### config.mk
export PLATFORM = sky130hd
export DESIGN_NAME = twmsq_top
export DESIGN_NICKNAME = d
export VERILOG_FILES = /design/src/twmsq_pkg.sv /design/src/twmsq_sync.sv /design/src/twmsq_top.sv
export SDC_FILE = /design/constraint.sdc
export NUM_CORES = 1
export LEC_CHECK = 0
export BUFFER_PORTS_ARGS = -buffer_cell sky130_fd_sc_hd__buf_4
export CAP_MARGIN = 20
export CORE_UTILIZATION = 45
export DETAILED_ROUTE_END_ITERATION = 10
export GPL_ROUTABILITY_DRIVEN = 0
export PLACE_DENSITY = 0.73
export SETUP_SLACK_MARGIN = 0.2
export SYNTH_ARGS = -nofsm -noshare
export SYNTH_HDL_FRONTEND = slang
export SYNTH_SLANG_ARGS = --single-unit
### constraint.sdc
create_clock -name aclk -period 2.2 [get_ports aclk]
set_clock_uncertainty 0.2 [all_clocks]
set_input_delay 0 -clock aclk [delete_from_list [all_inputs] [get_ports aclk]]
set_output_delay 0 -clock aclk [all_outputs]
set_load 0.005 [all_outputs]
### src/twmsq_pkg.sv
// ==========================================================
// Constants for the two-wire master/slave block
package twmsq_pkg;

  // ==========================================================
  // Clock and bus timing
  localparam int CLK_HZ      = 100_000_000;
  localparam int CLK_NS      = 10;
  localparam int BUS_HZ      = 100_000;
  localparam int HALF_CYC    = CLK_HZ / (2 * BUS_HZ);
  localparam int STRETCH_NS  = 2000;
  localparam int STRETCH_CYC = (STRETCH_NS + CLK_NS - 1) / CLK_NS;
  localparam int TMR_W       = 16;

  // ==========================================================
  // Register offsets
  localparam int          AXI_AW   = 8;
  localparam logic [7:0]  OFS_CTRL = 8'h00;
  localparam logic [7:0]  OFS_MCMD = 8'h04;
  localparam logic [7:0]  OFS_MTXD = 8'h08;
  localparam logic [7:0]  OFS_SCFG = 8'h0C;
  localparam logic [7:0]  OFS_SRXD = 8'h10;
  localparam logic [7:0]  OFS_STAT = 8'h14;
  localparam logic [7:0]  OFS_SCLR = 8'h18;
  localparam logic [7:0]  OFS_IEN  = 8'h1C;

  // ==========================================================
  // Control bits
  localparam int CTRL_START  = 0;
  localparam int CTRL_MDIS   = 1;
  localparam int CTRL_SHARED = 2;
  localparam int CTRL_DEEP   = 3;
  localparam int CTRL_SEN    = 4;

  // ==========================================================
  // Status bits and reset value
  localparam int         ST_IDLE   = 0;
  localparam int         ST_MNAK   = 1;
  localparam int         ST_ALERT  = 2;
  localparam int         ST_AMATCH = 3;
  localparam int         ST_SNAK   = 4;
  localparam int         ST_BTF    = 5;
  localparam int         ST_RXRDY  = 6;
  localparam int         ST_W      = 7;
  localparam logic [6:0] ST_RESET  = 7'h05;

  // ==========================================================
  // Bus answers and states
  localparam logic [1:0] RESP_OKAY   = 2'h0;
  localparam logic [1:0] RESP_SLVERR = 2'h2;

  typedef enum logic [1:0] {M_IDLE, M_START, M_BIT, M_STOP} twmsq_mst_e;
  typedef enum logic [2:0] {
    S_IDLE, S_ADDR, S_AACK, S_STRETCH, S_RX, S_RACK, S_TX, S_TACK
  } twmsq_slv_e;

endpackage : twmsq_pkg

### src/twmsq_sync.sv
`timescale 1ns/1ps
// ==========================================================
// Two-flop synchroniser, one pair per bit
module twmsq_sync #(
  parameter int         W   = 1,
  parameter logic [W-1:0] RST = '0
) (
  input  wire logic         aclk,     // Clock
  input  wire logic         aresetn,  // Sync reset, low
  input  wire logic [W-1:0] d,        // Async inputs
  output logic      [W-1:0] q         // Synchronised
);

  logic [W-1:0] meta;

  // Per-bit flop pair
  for (genvar i = 0; i < W; i++) begin : g_bit
    always_ff @(posedge aclk) begin
      if (!aresetn) begin
        meta[i] <= RST[i];
        q[i]    <= RST[i];
      end else begin
        meta[i] <= d[i];
        q[i]    <= meta[i];
      end
    end
  end

endmodule : twmsq_sync

### src/twmsq_top.sv
// The register addresses and the AXI4-Lite interface to the registers were chosen for this implementation.
`timescale 1ns/1ps
// What this block does
// - Master raises idle at once on a NAK with bytes still pending.
// - Master still sends a stop after such an aborted transfer.
// - Master disable releases both pins at once, dropping any stop.
// - The alert input is recognised when the pin is high.
// - With shared pins the master alert input is unusable.
// - Deep sleep right after a start makes the slave NAK its address.
// - The alert flag reads set after reset until software clears it.
// - Clearing slave NAK before ack end makes the slave keep sending.
// - Address-match stretch also holds data low when receiving.
// - When receiving, stretch ends releasing data and clock in the same cycle.
module twmsq_top #(
  parameter int HALF_CYC    = twmsq_pkg::HALF_CYC,
  parameter int STRETCH_CYC = twmsq_pkg::STRETCH_CYC
) (
  input  wire logic        aclk,     // 100 MHz clock
  input  wire logic        aresetn,  // Sync reset, low
  input  wire logic [7:0]  awaddr,   // Write address
  input  wire logic        awvalid,  // Write address valid
  output logic             awready,  // Write address ready
  input  wire logic [31:0] wdata,    // Write data
  input  wire logic [3:0]  wstrb,    // Byte strobes
  input  wire logic        wvalid,   // Write data valid
  output logic             wready,   // Write data ready
  output logic [1:0]       bresp,    // Write response
  output logic             bvalid,   // Write response valid
  input  wire logic        bready,   // Write response ready
  input  wire logic [7:0]  araddr,   // Read address
  input  wire logic        arvalid,  // Read address valid
  output logic             arready,  // Read address ready
  output logic [31:0]      rdata,    // Read data
  output logic [1:0]       rresp,    // Read response
  output logic             rvalid,   // Read data valid
  input  wire logic        rready,   // Read data ready
  input  wire logic        scl_i,    // Bus clock pin level
  output logic             scl_o,    // Bus clock drive value
  output logic             scl_oe,   // Bus clock pulled low
  input  wire logic        sda_i,    // Bus data pin level
  output logic             sda_o,    // Bus data drive value
  output logic             sda_oe,   // Bus data pulled low
  input  wire logic        alert_i,  // Alert input pin
  output logic             irq       // Interrupt, high
);

  // ==========================================================
  // Pin synchronisers and edge events
  logic [2:0] pins_s;
  logic scl_s, sda_s, alert_s, scl_d, sda_d;
  logic rise, fall, start_c, stop_c;

  twmsq_sync #(.W(3), .RST(3'h3)) u_sync (
    .aclk    (aclk),
    .aresetn (aresetn),
    .d       ({alert_i, sda_i, scl_i}),
    .q       (pins_s)
  );
  assign {alert_s, sda_s, scl_s} = pins_s;

  always_ff @(posedge aclk) begin
    if (!aresetn) begin
      scl_d <= 1'b1;
      sda_d <= 1'b1;
    end else begin
      scl_d <= scl_s;
      sda_d <= sda_s;
    end
  end

  // Bus edges and start/stop
  assign rise    = scl_s & ~scl_d;
  assign fall    = ~scl_s & scl_d;
  assign start_c = scl_s & scl_d & sda_d & ~sda_s;
  assign stop_c  = scl_s & scl_d & ~sda_d & sda_s;

  // ==========================================================
  // Register state
  logic [4:0] ctrl, next_ctrl;
  logic [6:0] m_addr, next_m_addr, s_addr, next_s_addr;
  logic [7:0] m_nb, next_m_nb, m_txd, next_m_txd, s_txd, next_s_txd;
  logic [6:1] st, next_st;
  logic [6:0] ien, next_ien;
  logic       aw_ok, next_aw_ok, w_ok, next_w_ok;
  logic [7:0] wa, next_wa;
  logic [31:0] wd, next_wd, next_rdata;
  logic       next_bvalid, next_rvalid, next_irq;
  logic [1:0] next_bresp, next_rresp;
  logic       start_p, next_start_p, mdis_p, next_mdis_p;
  logic [31:0] bm, rd;
  logic [6:0] stat;
  logic       m_idle, mnak_set, s_match_set, s_nak_set, s_btf_set;
  logic       s_rx_set;
  logic [7:0] s_rxd;

  assign stat = {st, m_idle};
  assign bm = {{8{wstrb[3]}}, {8{wstrb[2]}}, {8{wstrb[1]}}, {8{wstrb[0]}}};

  // Read mux
  always_comb begin
    rd = '0;
    case (araddr)
      twmsq_pkg::OFS_CTRL: rd[4:2] = ctrl[4:2];
      twmsq_pkg::OFS_MCMD: rd[15:0] = {m_nb, 1'b0, m_addr};
      twmsq_pkg::OFS_MTXD: rd[7:0] = m_txd;
      twmsq_pkg::OFS_SCFG: rd[15:0] = {s_txd, 1'b0, s_addr};
      twmsq_pkg::OFS_SRXD: rd[7:0] = s_rxd;
      twmsq_pkg::OFS_STAT: rd[6:0] = stat;
      twmsq_pkg::OFS_IEN:  rd[6:0] = ien;
      default:             rd = '0;
    endcase
  end

  // Bus slave, decode and flags
  always_comb begin
    next_ctrl = ctrl;  next_m_addr = m_addr;  next_m_nb = m_nb;
    next_m_txd = m_txd;  next_s_addr = s_addr;  next_s_txd = s_txd;
    next_ien = ien;  next_wa = wa;  next_wd = wd;
    next_start_p = 1'b0;
    next_mdis_p = 1'b0;
    next_aw_ok = aw_ok | (awvalid & awready);
    next_w_ok  = w_ok | (wvalid & wready);
    if (awvalid & awready) next_wa = awaddr;
    if (wvalid & wready) next_wd = wdata & bm;
    next_bvalid = bvalid & ~bready;
    next_bresp  = bresp;
    next_st = st;
    if (aw_ok && w_ok && !bvalid) begin
      next_aw_ok  = 1'b0;
      next_w_ok   = 1'b0;
      next_bvalid = 1'b1;
      next_bresp  = twmsq_pkg::RESP_OKAY;
      case (wa)
        twmsq_pkg::OFS_CTRL: begin
          next_ctrl    = wd[4:0];
          next_start_p = wd[twmsq_pkg::CTRL_START];
          next_mdis_p  = wd[twmsq_pkg::CTRL_MDIS];
        end
        twmsq_pkg::OFS_MCMD: {next_m_nb, next_m_addr} = {wd[15:8], wd[6:0]};
        twmsq_pkg::OFS_MTXD: next_m_txd = wd[7:0];
        twmsq_pkg::OFS_SCFG: {next_s_txd, next_s_addr} = {wd[15:8], wd[6:0]};
        twmsq_pkg::OFS_SCLR: next_st = st & ~wd[6:1];
        twmsq_pkg::OFS_IEN:  next_ien = wd[6:0];
        default:             next_bresp = twmsq_pkg::RESP_SLVERR;
      endcase
    end
    // Set wins over clear
    if (alert_s && !ctrl[twmsq_pkg::CTRL_SHARED])
      next_st[twmsq_pkg::ST_ALERT] = 1'b1;
    if (mnak_set)    next_st[twmsq_pkg::ST_MNAK]   = 1'b1;
    if (s_match_set) next_st[twmsq_pkg::ST_AMATCH] = 1'b1;
    if (s_nak_set)   next_st[twmsq_pkg::ST_SNAK]   = 1'b1;
    if (s_btf_set)   next_st[twmsq_pkg::ST_BTF]    = 1'b1;
    if (s_rx_set)    next_st[twmsq_pkg::ST_RXRDY]  = 1'b1;
    next_rvalid = rvalid & ~rready;
    next_rdata  = rdata;
    next_rresp  = rresp;
    if (arvalid && arready) begin
      next_rvalid = 1'b1;
      next_rdata  = rd;
      next_rresp  = (araddr > twmsq_pkg::OFS_IEN || araddr[1:0] != 2'h0 ||
                     araddr == twmsq_pkg::OFS_SCLR) ?
                    twmsq_pkg::RESP_SLVERR : twmsq_pkg::RESP_OKAY;
    end
    next_irq = |({next_st, m_idle} & ien);
  end

  // Register file flops
  always_ff @(posedge aclk) begin
    if (!aresetn) begin
      ctrl <= '0;  m_addr <= '0;  m_nb <= '0;  m_txd <= '0;
      s_addr <= '0;  s_txd <= '0;  ien <= '0;  wa <= '0;  wd <= '0;
      st <= twmsq_pkg::ST_RESET[6:1];
      aw_ok <= 1'b0;  w_ok <= 1'b0;  start_p <= 1'b0;  mdis_p <= 1'b0;
      awready <= 1'b0;  wready <= 1'b0;  bvalid <= 1'b0;  bresp <= '0;
      arready <= 1'b0;  rvalid <= 1'b0;  rdata <= '0;  rresp <= '0;
      irq <= 1'b0;
    end else begin
      ctrl <= next_ctrl;  m_addr <= next_m_addr;  m_nb <= next_m_nb;
      m_txd <= next_m_txd;  s_addr <= next_s_addr;  s_txd <= next_s_txd;
      ien <= next_ien;  wa <= next_wa;  wd <= next_wd;  st <= next_st;
      aw_ok <= next_aw_ok;  w_ok <= next_w_ok;
      start_p <= next_start_p;  mdis_p <= next_mdis_p;
      awready <= ~next_aw_ok;  wready <= ~next_w_ok;
      bvalid <= next_bvalid;  bresp <= next_bresp;
      arready <= ~next_rvalid;  rvalid <= next_rvalid;
      rdata <= next_rdata;  rresp <= next_rresp;  irq <= next_irq;
    end
  end

  // ==========================================================
  // Master unit
  typedef enum logic [1:0] {M_IDLE, M_START, M_BIT, M_STOP} twmsq_mst_e;
  twmsq_mst_e m_st, next_m_st;
  logic [twmsq_pkg::TMR_W-1:0] m_cnt, next_m_cnt;
  logic [3:0] m_bit, next_m_bit;
  logic [7:0] m_sh, next_m_sh, m_rem, next_m_rem;
  logic m_ph, next_m_ph, m_scl, next_m_scl, m_sda, next_m_sda, next_m_idle;
  logic m_end;

  assign m_end = (m_cnt == HALF_CYC[twmsq_pkg::TMR_W-1:0] - 1'b1);

  // Bit engine: low half, then high half after any stretch
  always_comb begin
    next_m_st = m_st;  next_m_cnt = m_cnt + 1'b1;  next_m_bit = m_bit;
    next_m_sh = m_sh;  next_m_rem = m_rem;  next_m_ph = m_ph;
    next_m_scl = m_scl;  next_m_sda = m_sda;  next_m_idle = m_idle;
    mnak_set = 1'b0;
    if (m_ph && !scl_s && m_st != M_START) next_m_cnt = '0;
    case (m_st)
      M_IDLE: begin
        next_m_cnt = '0;
        if (start_p) begin
          next_m_idle = 1'b0;
          next_m_sh = {m_addr, 1'b0};
          next_m_rem = m_nb;
          next_m_sda = 1'b1;
          next_m_st = M_START;
        end
      end
      M_START: if (m_end) begin
        next_m_scl = 1'b1;  next_m_cnt = '0;  next_m_bit = '0;
        next_m_ph = 1'b0;  next_m_st = M_BIT;
      end
      M_BIT: begin
        if (!m_ph && m_cnt == '0)
          next_m_sda = (m_bit < 4'h8) ? ~m_sh[7] : 1'b0;
        if (!m_ph && m_end) begin
          next_m_scl = 1'b0;  next_m_ph = 1'b1;  next_m_cnt = '0;
        end else if (m_ph && m_end) begin
          next_m_scl = 1'b1;  next_m_ph = 1'b0;  next_m_cnt = '0;
          if (m_bit < 4'h8) begin
            next_m_sh = m_sh << 1;
            next_m_bit = m_bit + 1'b1;
          end else if (sda_s) begin
            mnak_set = 1'b1;
            if (m_rem != '0) next_m_idle = 1'b1;
            next_m_st = M_STOP;
          end else if (m_rem != '0) begin
            next_m_sh = m_txd;  next_m_rem = m_rem - 1'b1;
            next_m_bit = '0;
          end else next_m_st = M_STOP;
        end
      end
      M_STOP: begin
        if (!m_ph && m_cnt == '0) next_m_sda = 1'b1;
        if (!m_ph && m_end) begin
          next_m_scl = 1'b0;  next_m_ph = 1'b1;  next_m_cnt = '0;
        end else if (m_ph && m_end) begin
          next_m_sda = 1'b0;  next_m_idle = 1'b1;  next_m_st = M_IDLE;
        end
      end
      default: next_m_st = M_IDLE;
    endcase
    if (mdis_p) begin
      next_m_st = M_IDLE;  next_m_scl = 1'b0;  next_m_sda = 1'b0;
      next_m_idle = 1'b1;  next_m_ph = 1'b0;
    end
  end

  always_ff @(posedge aclk) begin
    if (!aresetn) begin
      m_st <= M_IDLE;  m_cnt <= '0;  m_bit <= '0;  m_sh <= '0;
      m_rem <= '0;  m_ph <= 1'b0;  m_scl <= 1'b0;  m_sda <= 1'b0;
      m_idle <= twmsq_pkg::ST_RESET[twmsq_pkg::ST_IDLE];
    end else begin
      m_st <= next_m_st;  m_cnt <= next_m_cnt;  m_bit <= next_m_bit;
      m_sh <= next_m_sh;  m_rem <= next_m_rem;  m_ph <= next_m_ph;
      m_scl <= next_m_scl;  m_sda <= next_m_sda;  m_idle <= next_m_idle;
    end
  end

  // ==========================================================
  // Slave unit
  typedef enum logic [2:0] {
    S_IDLE, S_ADDR, S_AACK, S_STRETCH, S_RX, S_RACK, S_TX, S_TACK
  } twmsq_slv_e;
  twmsq_slv_e s_st, next_s_st;
  logic [3:0] s_cnt, next_s_cnt;
  logic [7:0] s_sh, next_s_sh, next_s_rxd;
  logic [twmsq_pkg::TMR_W-1:0] s_tmr, next_s_tmr;
  logic s_rw, next_s_rw, s_nap, next_s_nap;
  logic s_scl, next_s_scl, s_sda, next_s_sda;

  always_comb begin
    next_s_st = s_st;  next_s_cnt = s_cnt;  next_s_sh = s_sh;
    next_s_rxd = s_rxd;  next_s_tmr = s_tmr;  next_s_rw = s_rw;
    next_s_nap = s_nap;  next_s_scl = s_scl;  next_s_sda = s_sda;
    s_match_set = 1'b0;  s_nak_set = 1'b0;  s_btf_set = 1'b0;
    s_rx_set = 1'b0;
    case (s_st)
      S_IDLE: ;
      S_ADDR: begin
        if (ctrl[twmsq_pkg::CTRL_DEEP]) next_s_nap = 1'b1;
        if (rise && s_cnt < 4'h8) begin
          next_s_sh = {s_sh[6:0], sda_s};  next_s_cnt = s_cnt + 1'b1;
        end
        if (fall && s_cnt == 4'h8) begin
          if (s_sh[7:1] == s_addr && ctrl[twmsq_pkg::CTRL_SEN] &&
              !s_nap) begin
            next_s_sda = 1'b1;  next_s_rw = s_sh[0];  next_s_st = S_AACK;
          end else next_s_st = S_IDLE;
        end
      end
      S_AACK: if (fall) begin
        s_match_set = 1'b1;  next_s_scl = 1'b1;
        next_s_sda = ~s_rw;
        next_s_tmr = '0;  next_s_st = S_STRETCH;
      end
      S_STRETCH: begin
        next_s_tmr = s_tmr + 1'b1;
        if (s_tmr == STRETCH_CYC[twmsq_pkg::TMR_W-1:0] - 1'b1) begin
          next_s_scl = 1'b0;
          next_s_sda = s_rw & ~s_txd[7];
          next_s_sh = s_txd;  next_s_cnt = '0;
          next_s_st = s_rw ? S_TX : S_RX;
        end
      end
      S_RX: begin
        if (rise) begin
          next_s_sh = {s_sh[6:0], sda_s};  next_s_cnt = s_cnt + 1'b1;
        end
        if (fall && s_cnt == 4'h8) begin
          next_s_sda = 1'b1;  next_s_rxd = s_sh;  s_rx_set = 1'b1;
          next_s_st = S_RACK;
        end
      end
      S_RACK: if (fall) begin
        next_s_sda = 1'b0;  s_btf_set = 1'b1;  next_s_cnt = '0;
        next_s_st = S_RX;
      end
      S_TX: begin
        if (rise) next_s_cnt = s_cnt + 1'b1;
        if (fall) begin
          next_s_sh = s_sh << 1;
          next_s_sda = (s_cnt < 4'h8) ? ~s_sh[6] : 1'b0;
          if (s_cnt == 4'h8) next_s_st = S_TACK;
        end
      end
      S_TACK: begin
        if (rise && sda_s) s_nak_set = 1'b1;
        if (fall) begin
          s_btf_set = 1'b1;
          if (st[twmsq_pkg::ST_SNAK]) next_s_st = S_IDLE;
          else begin
            next_s_sh = s_txd;  next_s_sda = ~s_txd[7];
            next_s_cnt = '0;  next_s_st = S_TX;
          end
        end
      end
      default: next_s_st = S_IDLE;
    endcase
    if (start_c) begin
      next_s_st = S_ADDR;  next_s_cnt = '0;  next_s_nap = 1'b0;
      next_s_sda = 1'b0;
    end else if (stop_c) begin
      next_s_st = S_IDLE;  next_s_sda = 1'b0;  next_s_scl = 1'b0;
    end
  end

  always_ff @(posedge aclk) begin
    if (!aresetn) begin
      s_st <= S_IDLE;  s_cnt <= '0;  s_sh <= '0;  s_rxd <= '0;
      s_tmr <= '0;  s_rw <= 1'b0;  s_nap <= 1'b0;
      s_scl <= 1'b0;  s_sda <= 1'b0;
    end else begin
      s_st <= next_s_st;  s_cnt <= next_s_cnt;  s_sh <= next_s_sh;
      s_rxd <= next_s_rxd;  s_tmr <= next_s_tmr;  s_rw <= next_s_rw;
      s_nap <= next_s_nap;  s_scl <= next_s_scl;  s_sda <= next_s_sda;
    end
  end

  // Pin drivers, open drain
  always_ff @(posedge aclk) begin
    if (!aresetn) begin
      scl_oe <= 1'b0;  sda_oe <= 1'b0;  scl_o <= 1'b0;  sda_o <= 1'b0;
    end else begin
      scl_oe <= next_m_scl | next_s_scl;
      sda_oe <= next_m_sda | next_s_sda;
      scl_o  <= 1'b0;
      sda_o  <= 1'b0;
    end
  end

  // ==========================================================
  // Checks
  AST_IDLE_ON_NAK: assert property (@(posedge aclk) disable iff (!aresetn)
    (m_st == M_BIT && m_ph && m_end && m_bit == 4'h8 && sda_s &&
     m_rem != '0 && !mdis_p) |=> m_idle && m_st == M_STOP)
    else $error("idle not raised at nak");
  AST_STOP_AFTER_NAK: assert property (@(posedge aclk) disable iff (!aresetn)
    (m_st == M_BIT && m_ph && m_end && m_bit == 4'h8 && sda_s && !mdis_p)
    |=> ##1 m_sda && m_st == M_STOP)
    else $error("no stop after nak");
  AST_MDIS_RELEASE: assert property (@(posedge aclk) disable iff (!aresetn)
    mdis_p |=> !m_scl && !m_sda && m_st == M_IDLE)
    else $error("disable did not release pins");
  AST_ALERT_HIGH: assert property (@(posedge aclk) disable iff (!aresetn)
    (alert_s && !ctrl[twmsq_pkg::CTRL_SHARED])
    |=> st[twmsq_pkg::ST_ALERT])
    else $error("high alert not flagged");
  AST_ALERT_SHARED: assert property (@(posedge aclk) disable iff (!aresetn)
    (ctrl[twmsq_pkg::CTRL_SHARED] && !st[twmsq_pkg::ST_ALERT])
    |=> !st[twmsq_pkg::ST_ALERT])
    else $error("alert flagged with shared pins");
  AST_NAP_NAK: assert property (@(posedge aclk) disable iff (!aresetn)
    (s_st == S_ADDR && s_nap && fall && s_cnt == 4'h8 && !start_c)
    |=> s_st == S_IDLE && !s_sda)
    else $error("address acked after sleep");
  AST_ALERT_RESET: assert property (@(posedge aclk) disable iff (!aresetn)
    !$past(aresetn) |-> st[twmsq_pkg::ST_ALERT])
    else $error("alert flag clear after reset");
  AST_TX_GOES_ON: assert property (@(posedge aclk) disable iff (!aresetn)
    (s_st == S_TACK && fall && !st[twmsq_pkg::ST_SNAK] && !start_c &&
     !stop_c) |=> s_st == S_TX)
    else $error("slave stopped after cleared nak");
  AST_STRETCH_SDA: assert property (@(posedge aclk) disable iff (!aresetn)
    (s_st == S_STRETCH && !s_rw) |-> s_scl && s_sda)
    else $error("data not held during stretch");
  AST_RELEASE_TOGETHER: assert property (@(posedge aclk)
    disable iff (!aresetn)
    ($past(s_st) == S_STRETCH && s_st == S_RX) |-> !s_scl && !s_sda)
    else $error("stretch release not simultaneous");

endmodule : twmsq_top

Yosys cells after proc, flatten, opt, wreduce, memory -nomap -nowiden
Index checks and enable logic that the tools add are counted.

cells by class
  mux-type cells = 144
  order comparisons = 3
  equality and inequality tests = 62
  reduce and logical (&&, ||, !) cells = 63
  add/subtract/negate cells = 5
  bitwise logic cells = 34
  shifts and indexed selects = 0
  multiply operators = 0
  div/mod/pow operators = 0

operator list
  kind                                                                    count
  8-bit two-way mux                                                       18
  16-bit two-way mux                                                      6
  1-bit two-way mux                                                       64
  16-bit one-hot mux with 4 select lines                                  1
  8-bit by 5-bit equality test with 1-bit output, second input constant   6
  4-bit two-way mux                                                       12
  8-bit one-hot mux with 2 select lines                                   3
  2-bit inequality test, second input constant                            21
  3-bit one-hot mux with 7 select lines                                   2
  8-bit one-hot mux with 5 select lines                                   1
  16-bit by 1-bit adder with 16-bit output, second input constant         2
  8-bit by 4-bit equality test with 1-bit output, second input constant   4
  4-bit inequality test, second input constant                            8
  16-bit one-hot mux with 2 select lines                                  1
  3-bit two-way mux                                                       9
  9-bit AND reduction                                                     3
  2-bit two-way mux                                                       13
  2-bit one-hot mux with 6 select lines                                   2
  7-bit AND reduction                                                     3
  4-bit one-hot mux with 5 select lines                                   1
  16-bit bitwise AND                                                      1
  16-bit by 8-bit equality test with 1-bit output, second input constant  1
  16-bit by 9-bit equality test with 1-bit output, second input constant  1
  8-bit by 3-bit equality test with 1-bit output, second input constant   2
  other kinds (47)                                                        126

storage, ports and cells
  memory bits (read-only) = 0
  memories = 0
  input port bits = 62
  logic and storage cells = 363
  bits in latches = 0
  output and inout bits = 46
  memory bits (writable) = 0
  bits in registers = 205

Longest topological paths before layout
  word-level depth = 9
  depth in mapped cells = 10
  mapped depth without buffers = 8

Modules after synthesis
From an unflattened synthesis, not the netlist that was laid out.

second synthesis, totals
  cells, all modules = 1158
  area total of the unflattened synthesis = 9376.5 um^2

modules (own cells, without submodules)
  module      instances  cells each  sequential area each (um^2)  area an instance (um^2)
  twmsq_top   1          1146        3903.7                       9218.8
  twmsq_sync  1          12          120.1                        157.7

Worst setup path before layout
OpenSTA, ideal clock, no wires.

  kind = register -> register
  start = reg s_tmr[0] in the netlist's numbering
  end = reg s_tmr[14] in the netlist's numbering
  clock period less this slack = 2283 ps
  arrival = 1968 ps
  stages on the path, launching flop included = 8
  path buffers = 0
  data required time = 1885 ps
  setup time = 115 ps
  path slack = -83 ps
  cell sequence = dfxtp_1 > ha_1 > nand3_1 > or4_4 > nor3_2 > nand3_1 > and3_2 > o21a_1

between the ends
  word-level cells in the longest chain between the ends = 2

RTL lines
  element                                   line              RTL
  start, declared                           twmsq_top.sv:281  logic [twmsq_pkg::TMR_W-1:0] s_tmr, next_s_tmr;
  start signal, assigned                    twmsq_top.sv:368  s_rxd <= next_s_rxd; s_tmr <= next_s_tmr; s_rw <= next_s_rw;
  16-bit by 1-bit adder with 16-bit output  twmsq_top.sv:311  next_s_tmr = s_tmr + 1'b1;
  16-bit one-hot mux with 2 select lines    twmsq_top.sv:291  case (s_st)

No other way between the ends.
A chain may end at the register's enable or synchronous reset.

Worst setup path after layout
  start = reg wa[6]
  end = reg irq

between the ends
  word-level cells in the longest chain between the ends = 6
  elaborated cells between the ends (all ways) = 11
  classes of those cells = eq/ne (1); mux (8); bitwise (1); reduce/logical (1)

RTL lines
  element                                             line              RTL
  start, declared                                     twmsq_top.sv:85   logic [7:0] wa, next_wa;
  start signal, assigned                              twmsq_top.sv:181  ien <= next_ien; wa <= next_wa; wd <= next_wd; st <= next_st;
  8-bit by 5-bit equality test with 1-bit output (*)  twmsq_top.sv:133  case (wa)
  6-bit two-way mux (*)                               twmsq_top.sv:133
  6-bit two-way mux (*)                               twmsq_top.sv:128  if (aw_ok && w_ok && !bvalid) begin
  1-bit two-way mux (tied with other cells)           twmsq_top.sv:150  if (mnak_set) next_st[twmsq_pkg::ST_MNAK] = 1'b1;
  7-bit bitwise AND (*)                               twmsq_top.sv:165  next_irq = |({next_st, m_idle} & ien);
  7-bit OR reduction (*)                              twmsq_top.sv:165
  end signal, assigned                                twmsq_top.sv:187  rdata <= next_rdata; rresp <= next_rresp; irq <= next_irq;
  end, declared                                       twmsq_top.sv:44   output logic irq

Mark *: on every way between the ends. The rest lies on a longest branch, timed or not.

==> reports/qor.yml <==
status: "finished with violations"
violations: "setup timing"
overflow: 0
start_util_pct: 46.57
drt-pass1-iter-count: 5
cts_root_buf: "clkbuf_16"
drc: 0
setup_viol: 10
setup_tns_ns: -0.1789
cp_cell_sequence: "or4_4 -> buf_6 -> nor4_4 -> buf_6 -> nand3b_1 -> a22oi_1 -> a31oi_1"
avgSynthCellArea_um2: 8.311
ys_warn_count: 0
antenna_found_initial: 0
drtIter0Drc: 781
viasPerCell: 5.831
endpoint_kind: "flip-flop"
die_h_um: 147.9
grt_max_degree: 55
wl_per_cell_um: 18.81
area_growth_pct: 43.20
fmax_mhz: 447.9
synth-edff-count: 0
slowest_stage: "or4_4"
clk_latency_ns: 0.52
cpPeakStageDelay_ns: 0.57
power_frac_seq_pct: 43.6
synth_ff_type: "dfxtp_1"
ys_types: 89
synth_top_family_by_area: "simple AND/OR/NAND/NOR gates"
async_reset_ff_share_pct: 0
design.die.area_um2: 21860
vdd_ir_drop_max_v: 0.0004506
tritoncts: "yes"
wl_um: 31180
row_count: 52
synth_compound_area_share_pct: 17.72
comb_power_share_pct: 9.9
clkTransAtPathRegs_ns: 0.06
die_w_um: 147.9
p_clk_share_pct: 46.5
p_leak_nw: 5.058
ys_top_cells_by_area: "dfxtp_1 (42%), nand2_1 (6.5%), a21oi_1 (5.7%), mux2i_1 (4.9%), nor2_1 (4.8%)"
yosys.area_share.simple_pct: 25.21
layout_setup_ws_ns: -0.03254
cts_sinks: 201
multi_input_area_um2: 6002
drv_slew: 0
synthMuxAreaShare_pct: 5.972
hold_viol: 0
finalCriticalPeriod_ns: 2.233
drtAntennaViolNets: 0
pin_count: 108
syn_area_um2: 9574
swShare_pct: 23.60
io_buffers: 69
synth-adder-area-share_pct: 1.438
worstPathRequired_ns: 2.38
grt_pass1_vias: 8936
worstPathMaxFanout: 6
htreeDepth: 1
fillCellCount: 1480
grt_pass1_wl_um: 45450
diodes: 0
total_power_mw: 8.610
rsz0062_at_grt: "true"
dr_total_vias: 9668
cp.arrival_ns: 2.41
ys_seq_area_share_pct: 42.03
start_kind: "flip-flop"
synth_top_area_share_pct: 42.03
grt_usage_pct: 25.85
cp_top_family: "simple AND/OR/NAND/NOR gates"
fin_crit_sh_pct: 101.5
crit_path_frequent_cell: "buf_6"
drive_above_1_share_pct: 31.27
cts_buffers: 22
coreArea_um2: 20560
drv_cap: 0
internal-power_mw: 6.578
crit_type: "reg -> reg"
pre_cts_ws_ns: -0.000009104
synthCells: 1152
synth_xor_area_share_pct: 1.830
power_density_nw_per_um2: 628.0
critPathBufInv: 2
synth-seq-cells: 201
cts_buffer_depth: 3
switchingPower_mw: 2.032
nNetsFinal: 1445
seq_area_um2: 4060
relSlewSlack_pct: 57.65
tightest_slew_ns: 0.6343
min_path_type: "in -> reg"
synth_top_area_cell: "dfxtp_1"
hpwlAfterDp_um: 18500
-- registers in the layout, indices dropped and copies added (netlist names), 4 cells and up --
signal / cells
m_rem: 8
wd: 16
m_txd: 8
m_addr: 7
wa: 8
m_cnt: 16
st: 6
m_nb: 8
ien: 7
m_bit: 4
m_sh: 8
s_rxd: 8
s_cnt: 4
s_tmr: 16
s_sh: 8
rdata: 16
s_addr: 7
s_txd: 8
-- final timing paths --
kind                                startpoint          end  slack (ns)  cells after the start
worst max-delay path                     wa[6]          irq       -0.03                      7
worst min-delay path                    bready       bvalid        0.09                      4
worst max register to register           wa[6]          irq       -0.03                      7
worst min register to register  u_sync.meta[0]  u_sync.q[0]        0.21                      1
-- metal layers --
metal | GRT usage (%) | part of all wire, %
met1 | 32.59 | 39
met3 | 3.488 | 7.2
met2 | 44.72 | 50
met5 | 0 | 0
met4 | 9.794 | 4.2
-- cell type report --
cell class                      instances  share of cell area, %
Inverter                               26                 0.7301
Timing Repair Buffer                  263                  17.61
Clock buffer                           32                  4.654
Tap cell                              270                  2.464
Clock inverter                          8                  1.150
Multi-Input combinational cell        858                  43.78
Sequential cell                       201                  29.61
-- power by group through the flow --
| stage | Sequential [mW] | Clock (mW) | Combinational [mW] |
|---|---|---|---|
| finish | 3.76 | 4.00 | 0.853 |
| global route | 3.76 | 4.19 | 0.906 |
| CTS | 3.75 | 4.02 | 0.729 |
| detailed placement | 3.83 | 0 | 0.570 |
| global placement | 3.83 | 0 | 0.562 |
| floorplan | 3.81 | 0 | 0.382 |
-- cell families after synthesis --
group | Yosys count
other | 1
XOR/XNOR | 20
flip-flops | 201
AND/OR/NAND/NOR | 488
multiplexers | 54
buffers and inverters | 113
adder cells (fa/ha/maj) | 11
AO/OA/AOI/OAI | 264
-- through the flow --
step	hold WS [ns]	std cells	util [%]	cell area [µm²]
finish	0.08839	1658	66.69	13710
global route	0.1016	1658	66.69	13710
CTS	0.05260	1634	62.17	12780
detailed placement	-0.007780	1495	52.43	10780
global placement	-0.008200	1495	52.43	10780
floorplan	-0.09853	1171	-	9744
-- cells in the final DEF, fill, tap and decap left out, drive strengths merged, types with 7 or more instances in the layout --
cell,synthesis,layout
dfxtp,201,201
buf,42,195
nand2,167,167
nor2,126,126
a21oi,109,109
dlygate4sd3,0,67
nand3,57,57
o21ai,52,52
mux2i,47,47
clkbuf,45,33
inv,25,26
conb,1,20
nand2b,18,18
nor3,18,18
nor4,15,15
and3,14,14
xor2,13,13
nand4,11,11
a311oi,11,11
ha,11,11
and2,10,10
a211oi,10,10
nand3b,9,9
nor2b,9,9
a22oi,8,8
o2111ai,8,8
xnor2,7,7
-- tightest hold or removal path: cells and delay by family --
| kind | cells | cell delay, ns |
|---|---|---|
| buffers and inverters | 2 | 0.61 |
| AO/OA/AOI/OAI | 1 | 0.06 |
| AND/OR/NAND/NOR | 1 | 0.09 |
-- what timing repair did --
item	4_1_cts	5_1_grt
endpoints found under the hold margin	100	0
hold buffers	67	0
pin swaps	42	98
gates cloned	3	2
gates resized for setup	71	182
endpoints found under the setup margin	85	143
setup buffers	29	22
-- cells in the mapped netlist (all sizes together) (18+ instances only) --
| library cell | instances |
|---|---|
| mux2i | 47 |
| nor2 | 126 |
| inv | 25 |
| nor3 | 18 |
| o21ai | 52 |
| nand2b | 18 |
| nand2 | 167 |
| nand3 | 57 |
| dfxtp | 201 |
| buf | 42 |
| clkbuf | 45 |
| a21oi | 109 |
Power figures use the tool's default switching activity.
